**src/rcd_consts.vh**
```
// Constants for the register access command decoder
`ifndef RCD_CONSTS_VH
`define RCD_CONSTS_VH

// Command entry register
`define RCD_CMD_OFFSET      8'h00
`define RCD_CMD_RESET       8'h00
`define RCD_CMD_WEN_BIT     7
`define RCD_CMD_DIR_BIT     6
`define RCD_CMD_ADDR_MSB    5
`define RCD_CMD_ADDR_LSB    0

// Global register address codes
`define RCD_RA_STATUS       6'h00
`define RCD_RA_CONV_MODE    6'h01
`define RCD_RA_IF_MODE      6'h02
`define RCD_RA_CHECKSUM     6'h03
`define RCD_RA_DATA         6'h04
`define RCD_RA_GPIO_CFG     6'h06
`define RCD_RA_IDENT        6'h07

// Banked register groups, selected by address bits 5:3 (or 5:4 for channels)
`define RCD_GRP_CHANNEL     2'h1
`define RCD_GRP_SETUP       3'h4
`define RCD_GRP_FILTER      3'h5
`define RCD_GRP_OFFSET      3'h6
`define RCD_GRP_GAIN        3'h7

// Register class codes on target_class
`define RCD_CLS_NONE        4'h0
`define RCD_CLS_STATUS      4'h1
`define RCD_CLS_CONV_MODE   4'h2
`define RCD_CLS_IF_MODE     4'h3
`define RCD_CLS_CHECKSUM    4'h4
`define RCD_CLS_DATA        4'h5
`define RCD_CLS_GPIO_CFG    4'h6
`define RCD_CLS_IDENT       4'h7
`define RCD_CLS_CHANNEL     4'h8
`define RCD_CLS_SETUP       4'h9
`define RCD_CLS_FILTER      4'ha
`define RCD_CLS_OFFSET      4'hb
`define RCD_CLS_GAIN        4'hc

`endif

```
**src/rcd_decoder.v**
```verilog
// Serial command byte decoder for register access
// What this block does
// Every transaction starts with a command byte
// Command fixes next register and direction
// Command accepted only when bit 7 low
// Bit 6: zero writes, one reads
// Bits 5:0 address; global register codes decoded
// Codes 100000-100111 select setup 0-7
// Filter 0-7 at 101000-101111
// Channels 0-15, offsets and gains decoded
`timescale 1ns/100ps
`default_nettype none
`include "rcd_consts.vh"

module rcd_decoder (
  // Clock and reset
  input  wire       clock,
  input  wire       rst,
  // Serial pins from the host
  input  wire       sclk,
  input  wire       cs_n,
  input  wire       din,
  // Data phase handshake from the register logic
  input  wire       data_done,
  // Decoded command
  output reg  [7:0] command_entry,
  output reg        cmd_valid,
  output reg        cmd_read,
  output reg  [5:0] target_register_select,
  output reg  [3:0] target_class,
  output reg  [3:0] target_index,
  output reg        target_known,
  output reg        cmd_rejected,
  output reg        data_phase
);

  localparam [2:0] ST_CMD  = 3'b001;
  localparam [2:0] ST_DATA = 3'b010;
  localparam [2:0] ST_WAIT = 3'b100;

  wire sclk_s;
  wire cs_n_s;
  wire din_s;

  reg       sclk_prev_q;
  reg [2:0] state_q;
  reg [2:0] state_d;
  reg [7:0] shift_q;
  reg [2:0] bit_cnt_q;
  reg [3:0] cls_d;
  reg [3:0] idx_d;
  reg [3:0] glob_cls;
  reg [3:0] bank_cls;
  reg [3:0] bank_idx;

  wire rise       = sclk_s & ~sclk_prev_q;
  wire [7:0] byte_in = {shift_q[6:0], din_s};
  wire [5:0] byte_addr = byte_in[`RCD_CMD_ADDR_MSB:`RCD_CMD_ADDR_LSB];
  wire byte_end   = rise & (bit_cnt_q == 3'h7) & ~cs_n_s;
  wire accept     = byte_end & (state_q == ST_CMD) & ~byte_in[`RCD_CMD_WEN_BIT];

  rcd_sync u_sync_sclk (
    .clock     (clock),
    .rst       (rst),
    .reset_val (1'b1),
    .pin       (sclk),
    .level     (sclk_s)
  );

  rcd_sync u_sync_cs (
    .clock     (clock),
    .rst       (rst),
    .reset_val (1'b1),
    .pin       (cs_n),
    .level     (cs_n_s)
  );

  rcd_sync u_sync_din (
    .clock     (clock),
    .rst       (rst),
    .reset_val (1'b0),
    .pin       (din),
    .level     (din_s)
  );

  // Global registers sit at fixed codes below the banks
  always @* begin
    glob_cls = `RCD_CLS_NONE;
    case (byte_addr)
      `RCD_RA_STATUS:    glob_cls = `RCD_CLS_STATUS;
      `RCD_RA_CONV_MODE: glob_cls = `RCD_CLS_CONV_MODE;
      `RCD_RA_IF_MODE:   glob_cls = `RCD_CLS_IF_MODE;
      `RCD_RA_CHECKSUM:  glob_cls = `RCD_CLS_CHECKSUM;
      `RCD_RA_DATA:      glob_cls = `RCD_CLS_DATA;
      `RCD_RA_GPIO_CFG:  glob_cls = `RCD_CLS_GPIO_CFG;
      `RCD_RA_IDENT:     glob_cls = `RCD_CLS_IDENT;
      default:           glob_cls = `RCD_CLS_NONE;
    endcase
  end

  // Banks: channels by bits 5:4, the other banks by bits 5:3
  always @* begin
    bank_cls = `RCD_CLS_NONE;
    bank_idx = 4'h0;
    if (byte_addr[5:4] == `RCD_GRP_CHANNEL) begin
      bank_cls = `RCD_CLS_CHANNEL;
      bank_idx = byte_addr[3:0];
    end else begin
      case (byte_addr[5:3])
        `RCD_GRP_SETUP:  bank_cls = `RCD_CLS_SETUP;
        `RCD_GRP_FILTER: bank_cls = `RCD_CLS_FILTER;
        `RCD_GRP_OFFSET: bank_cls = `RCD_CLS_OFFSET;
        `RCD_GRP_GAIN:   bank_cls = `RCD_CLS_GAIN;
        default:         bank_cls = `RCD_CLS_NONE;
      endcase
      if (bank_cls != `RCD_CLS_NONE) begin
        bank_idx = {1'b0, byte_addr[2:0]};
      end
    end
  end

  // Global codes never overlap a bank, so either side may answer
  always @* begin
    if (glob_cls != `RCD_CLS_NONE) begin
      cls_d = glob_cls;
      idx_d = 4'h0;
    end else begin
      cls_d = bank_cls;
      idx_d = bank_idx;
    end
  end

  // Only a byte taken in the command state opens a transaction
  always @* begin
    state_d = state_q;
    case (state_q)
      ST_CMD: begin
        if (accept) begin
          state_d = ST_DATA;
        end else if (byte_end) begin
          state_d = ST_WAIT;
        end
      end
      ST_DATA: begin
        if (data_done) begin
          state_d = ST_CMD;
        end
      end
      ST_WAIT: begin
        state_d = ST_CMD;
      end
      default: state_d = ST_CMD;
    endcase
    // Deselect aborts any half done command or data phase
    if (cs_n_s) begin
      state_d = ST_CMD;
    end
  end

  // Edge detector and command state
  always @(posedge clock) begin
    if (rst) begin
      sclk_prev_q <= 1'b1;
      state_q     <= ST_CMD;
    end else begin
      sclk_prev_q <= sclk_s;
      state_q     <= state_d;
    end
  end

  // Bit counter only runs while hunting; a cut byte is dropped on deselect
  always @(posedge clock) begin
    if (rst) begin
      shift_q   <= 8'h00;
      bit_cnt_q <= 3'h0;
    end else if (cs_n_s || state_q != ST_CMD) begin
      bit_cnt_q <= 3'h0;
    end else if (rise) begin
      shift_q   <= byte_in;
      bit_cnt_q <= bit_cnt_q + 3'h1;
    end
  end

  // One cycle strobes and the data phase level
  always @(posedge clock) begin
    if (rst) begin
      cmd_valid    <= 1'b0;
      cmd_rejected <= 1'b0;
      data_phase   <= 1'b0;
    end else begin
      cmd_valid    <= accept;
      cmd_rejected <= byte_end & (state_q == ST_CMD) & ~accept;
      data_phase   <= (state_d == ST_DATA);
    end
  end

  // Fields hold until the next accept, so a refused byte leaves them alone
  always @(posedge clock) begin
    if (rst) begin
      command_entry          <= `RCD_CMD_RESET;
      cmd_read               <= 1'b0;
      target_register_select <= 6'h00;
      target_class           <= `RCD_CLS_NONE;
      target_index           <= 4'h0;
      target_known           <= 1'b0;
    end else if (accept) begin
      command_entry          <= byte_in;
      cmd_read               <= byte_in[`RCD_CMD_DIR_BIT];
      target_register_select <= byte_addr;
      target_class           <= cls_d;
      target_index           <= idx_d;
      target_known           <= (cls_d != `RCD_CLS_NONE);
    end
  end

endmodule // rcd_decoder

`default_nettype wire

```
**src/rcd_sync.v**
```verilog
// Two flip-flop synchroniser for one pin
`timescale 1ns/100ps
`default_nettype none

module rcd_sync (
  // Clock and reset
  input  wire clock,
  input  wire rst,
  input  wire reset_val,
  // Pin in, synchronised level out
  input  wire pin,
  output wire level
);

  reg meta_q;
  reg sync_q;

  always @(posedge clock) begin
    if (rst) begin
      meta_q <= reset_val;
      sync_q <= reset_val;
    end else begin
      meta_q <= pin;
      sync_q <= meta_q;
    end
  end

  assign level = sync_q;

endmodule // rcd_sync

`default_nettype wire

```
**config.mk**
```make
export PLATFORM = sky130hd
export DESIGN_NAME = rcd_decoder
export DESIGN_NICKNAME = d
export VERILOG_FILES = /design/src/rcd_decoder.v /design/src/rcd_sync.v
export VERILOG_INCLUDE_DIRS = /design/src /design/src/src
export SDC_FILE = /design/constraint.sdc
export NUM_CORES = 1
export LEC_CHECK = 0
export BUFFER_PORTS_ARGS = -buffer_cell sky130_fd_sc_hd__buf_2
export CAP_MARGIN = 20
export CORE_ASPECT_RATIO = 2
export CORE_MARGIN = 1.5
export CORE_UTILIZATION = 35
export DETAILED_ROUTE_END_ITERATION = 7
export GPL_ROUTABILITY_DRIVEN = 0
export SLEW_MARGIN = 25
export SYNTH_ARGS = -nofsm -noshare
export SYNTH_HDL_FRONTEND = slang
export SYNTH_SLANG_ARGS = --single-unit
```
**constraint.sdc**
```tcl
create_clock -name clock -period 2.16 [get_ports clock]
set_clock_uncertainty 0.15 [all_clocks]
set_input_delay 0.216 -clock clock [delete_from_list [all_inputs] [get_ports clock]]
set_output_delay 0.216 -clock clock [all_outputs]
set_load 0.02 [all_outputs]
```
== Word-level counts from Yosys, hierarchy flattened ==
Cells that the tools add are included.

* $add $sub $neg: 1
* Multipliers: 0
* Divide/modulo/power cells: 0
* Order comparisons: 0
* Equality and inequality tests: 16
* Shifts and indexed selects: 0
* Muxes and demuxes: 13
* Bitwise logic cells: 11
* Reductions and logical operators: 7

{| class="wikitable"
|+ Operator list
! cell !! number
|-
| one-hot mux 3 bit (7 select lines) || 1
|-
| two-way mux 4 bit || 5
|-
| equality test 6 x 3 -> 1 bit, second input constant || 3
|-
| one-hot mux 4 bit (4 select lines) || 1
|-
| equality test 3 bit, second input constant || 5
|-
| two-way mux 3 bit || 5
|-
| equality test 6 x 2 -> 1 bit, second input constant || 2
|-
| nonzero test 4 bit || 3
|-
| bitwise AND 1 bit || 6
|-
| equality test 3 x 2 -> 1 bit, second input constant || 2
|-
| equality test 6 x 1 -> 1 bit, second input constant || 1
|-
| zero test 6 bit || 1
|-
| one-hot mux 3 bit (2 select lines) || 1
|-
| inverter 1 bit || 5
|-
| adder 3 x 1 -> 3 bit, second input constant || 1
|-
| equality test 3 x 1 -> 1 bit, second input constant || 1
|-
| != test 3 x 1 -> 1 bit, second input constant || 1
|-
| equality test 2 x 1 -> 1 bit, second input constant || 1
|-
| AND reduction 2 bit || 1
|-
| OR reduction 2 bit || 1
|-
| logical OR 1 bit || 1
|}

* Register bits after elaboration: 47
* Bits in latches: 0
* Bits in writable memories: 0
* Bits in read-only memories: 0
* Output and inout port bits: 27
* Word-level logic and storage cells: 67
* Memories kept: 0

== Depth between registers and ports, before layout ==
* Word-level depth: 10
* Mapped depth: 7
* Mapped depth without buffers: 5

== Cells and area by module ==
A second synthesis with hierarchy kept.

* Cell total of the unflattened synthesis: 175
* Area total of the unflattened synthesis: 1647.8 um^2

{| class="wikitable"
|+ By module, submodules not included
! module !! times used !! cells an instance !! area an instance (um^2)
|-
| rcd_decoder || 1 || 163 || 1460.2
|-
| rcd_sync || 3 || 4 || 62.6
|}

== Worst setup path before layout ==
OpenSTA, ideal clock, no wires.

* Path type: register to register
* From: reg bit_cnt_q[0]
* To: reg target_class[3]
* Setup time: 130 ps
* Data arrival time: 1299 ps
* Required time: 1880 ps
* Setup slack: 581 ps
* Cell stages (with the launch flop): 8
* Buffers on the path: 2
* Period minus slack after synthesis: 1579 ps
* Path through: dfxtp_1 > ha_1 > ha_1 > and4b_1 > buf_4 > buf_6 > nor2_1 > nor3_2

* Cells in the longest elaborated chain, start to end: 5

{| class="wikitable"
|+ RTL lines
! item !! line !! source
|-
| from (decl) || rcd_decoder.v:49 || <nowiki>reg [2:0] bit_cnt_q;</nowiki>
|-
| from (signal assigned) || rcd_decoder.v:180 || <nowiki>bit_cnt_q <= bit_cnt_q + 3'h1;</nowiki>
|-
| equality test 3 bit || rcd_decoder.v:59 || <nowiki>wire byte_end = rise & (bit_cnt_q == 3'h7) & ~cs_n_s;</nowiki>
|-
| bitwise AND 1 bit (2 in a row) || rcd_decoder.v:59 ||
|-
| bitwise AND 1 bit (2 in a row) || rcd_decoder.v:60 || <nowiki>wire accept = byte_end & (state_q == ST_CMD) & ~byte_in[`RCD_CMD_WEN_BIT];</nowiki>
|-
| to (signal assigned) || rcd_decoder.v:203 || <nowiki>target_class <= `RCD_CLS_NONE;</nowiki>
|-
| to (signal assigned) || rcd_decoder.v:210 || <nowiki>target_class <= cls_d;</nowiki>
|-
| to (decl) || rcd_decoder.v:30 || <nowiki>output reg [3:0] target_class,</nowiki>
|}

No other way between the ends.
A chain may end at the register's enable or synchronous reset.

== Worst setup path in the final report ==
* From: reg u_sync_cs.sync_q, in the netlist u_sync_cs.level
* To: reg target_class[1]

* Cells in the longest elaborated chain, start to end: 4

{| class="wikitable"
|+ RTL lines
! item !! line !! source
|-
| from (decl) || rcd_sync.v:16 || <nowiki>reg sync_q;</nowiki>
|-
| from (signal assigned) || rcd_sync.v:21 || <nowiki>sync_q <= reset_val;</nowiki>
|-
| from (signal assigned) || rcd_sync.v:24 || <nowiki>sync_q <= meta_q;</nowiki>
|-
| inverter 1 bit || rcd_decoder.v:59 ||
|-
| bitwise AND 1 bit || rcd_decoder.v:59 ||
|-
| bitwise AND 1 bit (2 in a row) || rcd_decoder.v:60 ||
|}

No other way between the ends.

==> impl_metrics.yaml <==
drt:
  via_count: 1238
  wl_per_cell_um: 11.8
  vias_per_cell: 4.76
  first_iter_violations: 11
  ant_nets: 0
  first_pass_iters: 4
  wirelength_mm: 3.06
  drc: 0
clocking:
  max-clock-path-buffers: 2
  htree_levels: 2
  insertion_delay_ns: 0.29
  cts-root-buf: "clkbuf_8"
  clk_pin_slew_ns: 0.08
  cts_tree: "yes"
  cts_sinks: 40
  cts_made_buffers: 5
  cts_setup_buffers: 0
sta:
  fin_hold_ws_ns: 0.156
  fin_ws_ns: 0.514
  period_share_pct: 76.2
  setup_violations: 0
  fin_setup_tns_ns: 0
  worst_pin_slew_ns: 0.369
  final-hold-violation-count: 0
  maxSlewViolCount: 0
  fmax_mhz: 608
  rsz0062_at_grt: "no"
  fin_crit_ns: 1.65
  maxSlewHeadroom_pct: 75.4
yosys:
  ys_async_sr_fraction_pct: 0
  synth-seq-cells: 40
  ys_seq_area_share_pct: 50.2
  synth_edf_count: 0
  synthTopCellsByArea: "dfxtp_1 50%, a21oi_1 6.9%, nand2_1 6.8%"
  synth_top_area_share_pct: 50.2
  synth_top_cell_by_area: "dfxtp_1"
  synth_area_sq_um: 1600
  synthesis.nets: 189
  synthFlopType: "dfxtp_1"
  synthCells: 181
  yosys_warnings: 0
  synth_cell_type_count: 33
  syn_area_per_cell_sq_um: 8.82
power:
  p_total_mw: 1.44
  p_leak_nw: 0.776
  vdd_ir_drop_max_mv: 0.445
  p_per_area_nw_per_um2: 766
global_routing:
  grt_pass1_vias: 1135
  overflow: 0
  grt_pass1_wl_mm: 5.16
  antenna_found_initial: 0
  grt_max_degree: 20
  grt_util_all_layers_pct: 13.7
die:
  rows: 34
  die_w_um: 50.8
  ioPinCount: 33
  core_area_sq_um: 4380
  initial_core_util_pct: 36.4
  dieArea_sq_um: 5000
  die_y_um: 98.5
place:
  hpwl_mm: 2.14
  dp_slack_ns: 0.507
  numPortBuffers: 32
critical_path:
  crit_type: "reg2reg"
  critPathLaunchType: "register"
  path_buf_inv: 1
  max_stage_delay_ns: 0.36
  cp_top_family: "simple AND/OR/NAND/NOR gates"
  cp.arrival_ns: 1.67
  worst_path_max_delay_cell: "nor4b_4"
  endpoint_kind: "register"
  cp_cell_sequence: "nor4b_4 -> buf_4 -> nand4b_1 -> a211oi_1 -> nor3_2"
  crit_fanout: 9
  critPathRequiredTime_ns: 2.19
min_path:
  hp-class: "in2reg"
layout:
  area_delta_synth_final_pct: 18.0
  drive_gt1_share_pct: 25.7
  diodes: 0
  fin_nets: 213
run_status:
  status: "completed"
run:
  cap_viol_max_count: 0
==> cells in the final DEF (no fill, tap or decap), drive strengths merged, types with 2 or more instances in the layout <==
| cell | Yosys | final |
|---|---|---|
| nor2 | 13 | 13 |
| nor3 | 6 | 6 |
| dlygate4sd3 | 0 | 3 |
| or2 | 6 | 6 |
| buf | 17 | 37 |
| ha | 2 | 2 |
| dfxtp | 40 | 40 |
| mux2i | 3 | 3 |
| clkbuf | 6 | 7 |
| xnor2 | 2 | 2 |
| nand2 | 29 | 29 |
| nor2b | 4 | 4 |
| a21oi | 22 | 22 |
| nand4b | 3 | 3 |
| nand3 | 11 | 11 |
| nand3b | 2 | 2 |
| inv | 2 | 2 |
==> through the flow <==
| stage | util (%) | area [sq um] | cells |
|---|---|---|---|
| global placement | 39.4 | 1730 | 249 |
| finish | 43.0 | 1880 | 260 |
| floorplan | - | 1600 | 181 |
| CTS | 43.0 | 1880 | 260 |
| detailed placement | 39.4 | 1730 | 249 |
| global route | 43.0 | 1880 | 260 |
==> cells in the mapped netlist, types with 2 or more instances <==
cell      number
nand3b_1       2
nand3_1       11
nor2b_1        4
nand2_1       29
buf_2          8
dfxtp_1       40
inv_1          2
or2_2          5
nor3_2         2
nor2_1        13
clkbuf_1       6
nand4b_1       3
a21oi_1       22
buf_4          8
nor3_1         4
xnor2_1        2
ha_1           2
mux2i_1        3
==> flip-flops by register name, indices dropped and copies added (netlist names), 3 cells and up <==
| name | count |
|---|---|
| command_entry | 8 |
| shift_q | 7 |
| target_class | 4 |
| target_index | 4 |
| bit_cnt_q | 3 |
| state_q | 3 |
==> routing by layer <==
layer | share of wire, % | track usage (%) | vias up
met5 | 0 | 0 | -
met4 | 2.6 | 7.48 | 0
met3 | 3.4 | 3.64 | 6
met2 | 53 | 24.1 | 27
met1 | 41 | 14.4 | 564
li1 | - | - | 641
==> cell type report <==
type | instances | area [sq um]
flip-flops and latches | 40 | 801
inverters | 2 | 7.51
clock buffers | 7 | 96.3
multi-input cells | 116 | 654
repair buffers | 40 | 228
well taps | 54 | 67.6
clock inverters | 1 | 30.0
fillers | 464 | 2500
==> worst reg2reg max path: cells and delay by family, from the launching register on <==
kind | cells | cell delay [ns]
DFF | 1 | 0.33
and+or+nand+nor | 3 | 0.58
buffers and inverters | 1 | 0.22
AOI/OAI and AO/OA | 1 | 0.25
==> worst paths after layout <==
| kind | cells past startpoint | end | startpoint | slack, ns |
|---|---|---|---|---|
| max reg2reg | 5 | target_class[1] | u_sync_cs.level | 0.51 |
| min | 2 | cmd_rejected | rst | 0.16 |
| min reg2reg | 1 | u_sync_sclk.level | u_sync_sclk.meta_q | 0.26 |
| max | 5 | target_class[1] | u_sync_cs.level | 0.51 |
==> what timing repair did <==
action,4_1_cts,5_1_grt
hold buffers,3,0
gates resized for setup,0,0
endpoints found under the hold margin,3,0
==> kinds of logic after synthesis <==
family | synth area share [%]
buffers and inverters | 8.86
xor gates and xnor gates | 1.10
DFF | 50.2
and+or+nand+nor | 26.6
adders and majority gates | 1.57
AOI/OAI and AO/OA | 9.80
muxes | 1.88
==> power breakdown <==
part / internal (mW) / switching [mW]
clock network: 0.408 / 0.254
registers: 0.742 / 0.00334
logic: 0.0173 / 0.0189
total: 1.17 / 0.276
Note: power is estimated with default switching activity, not from simulation.
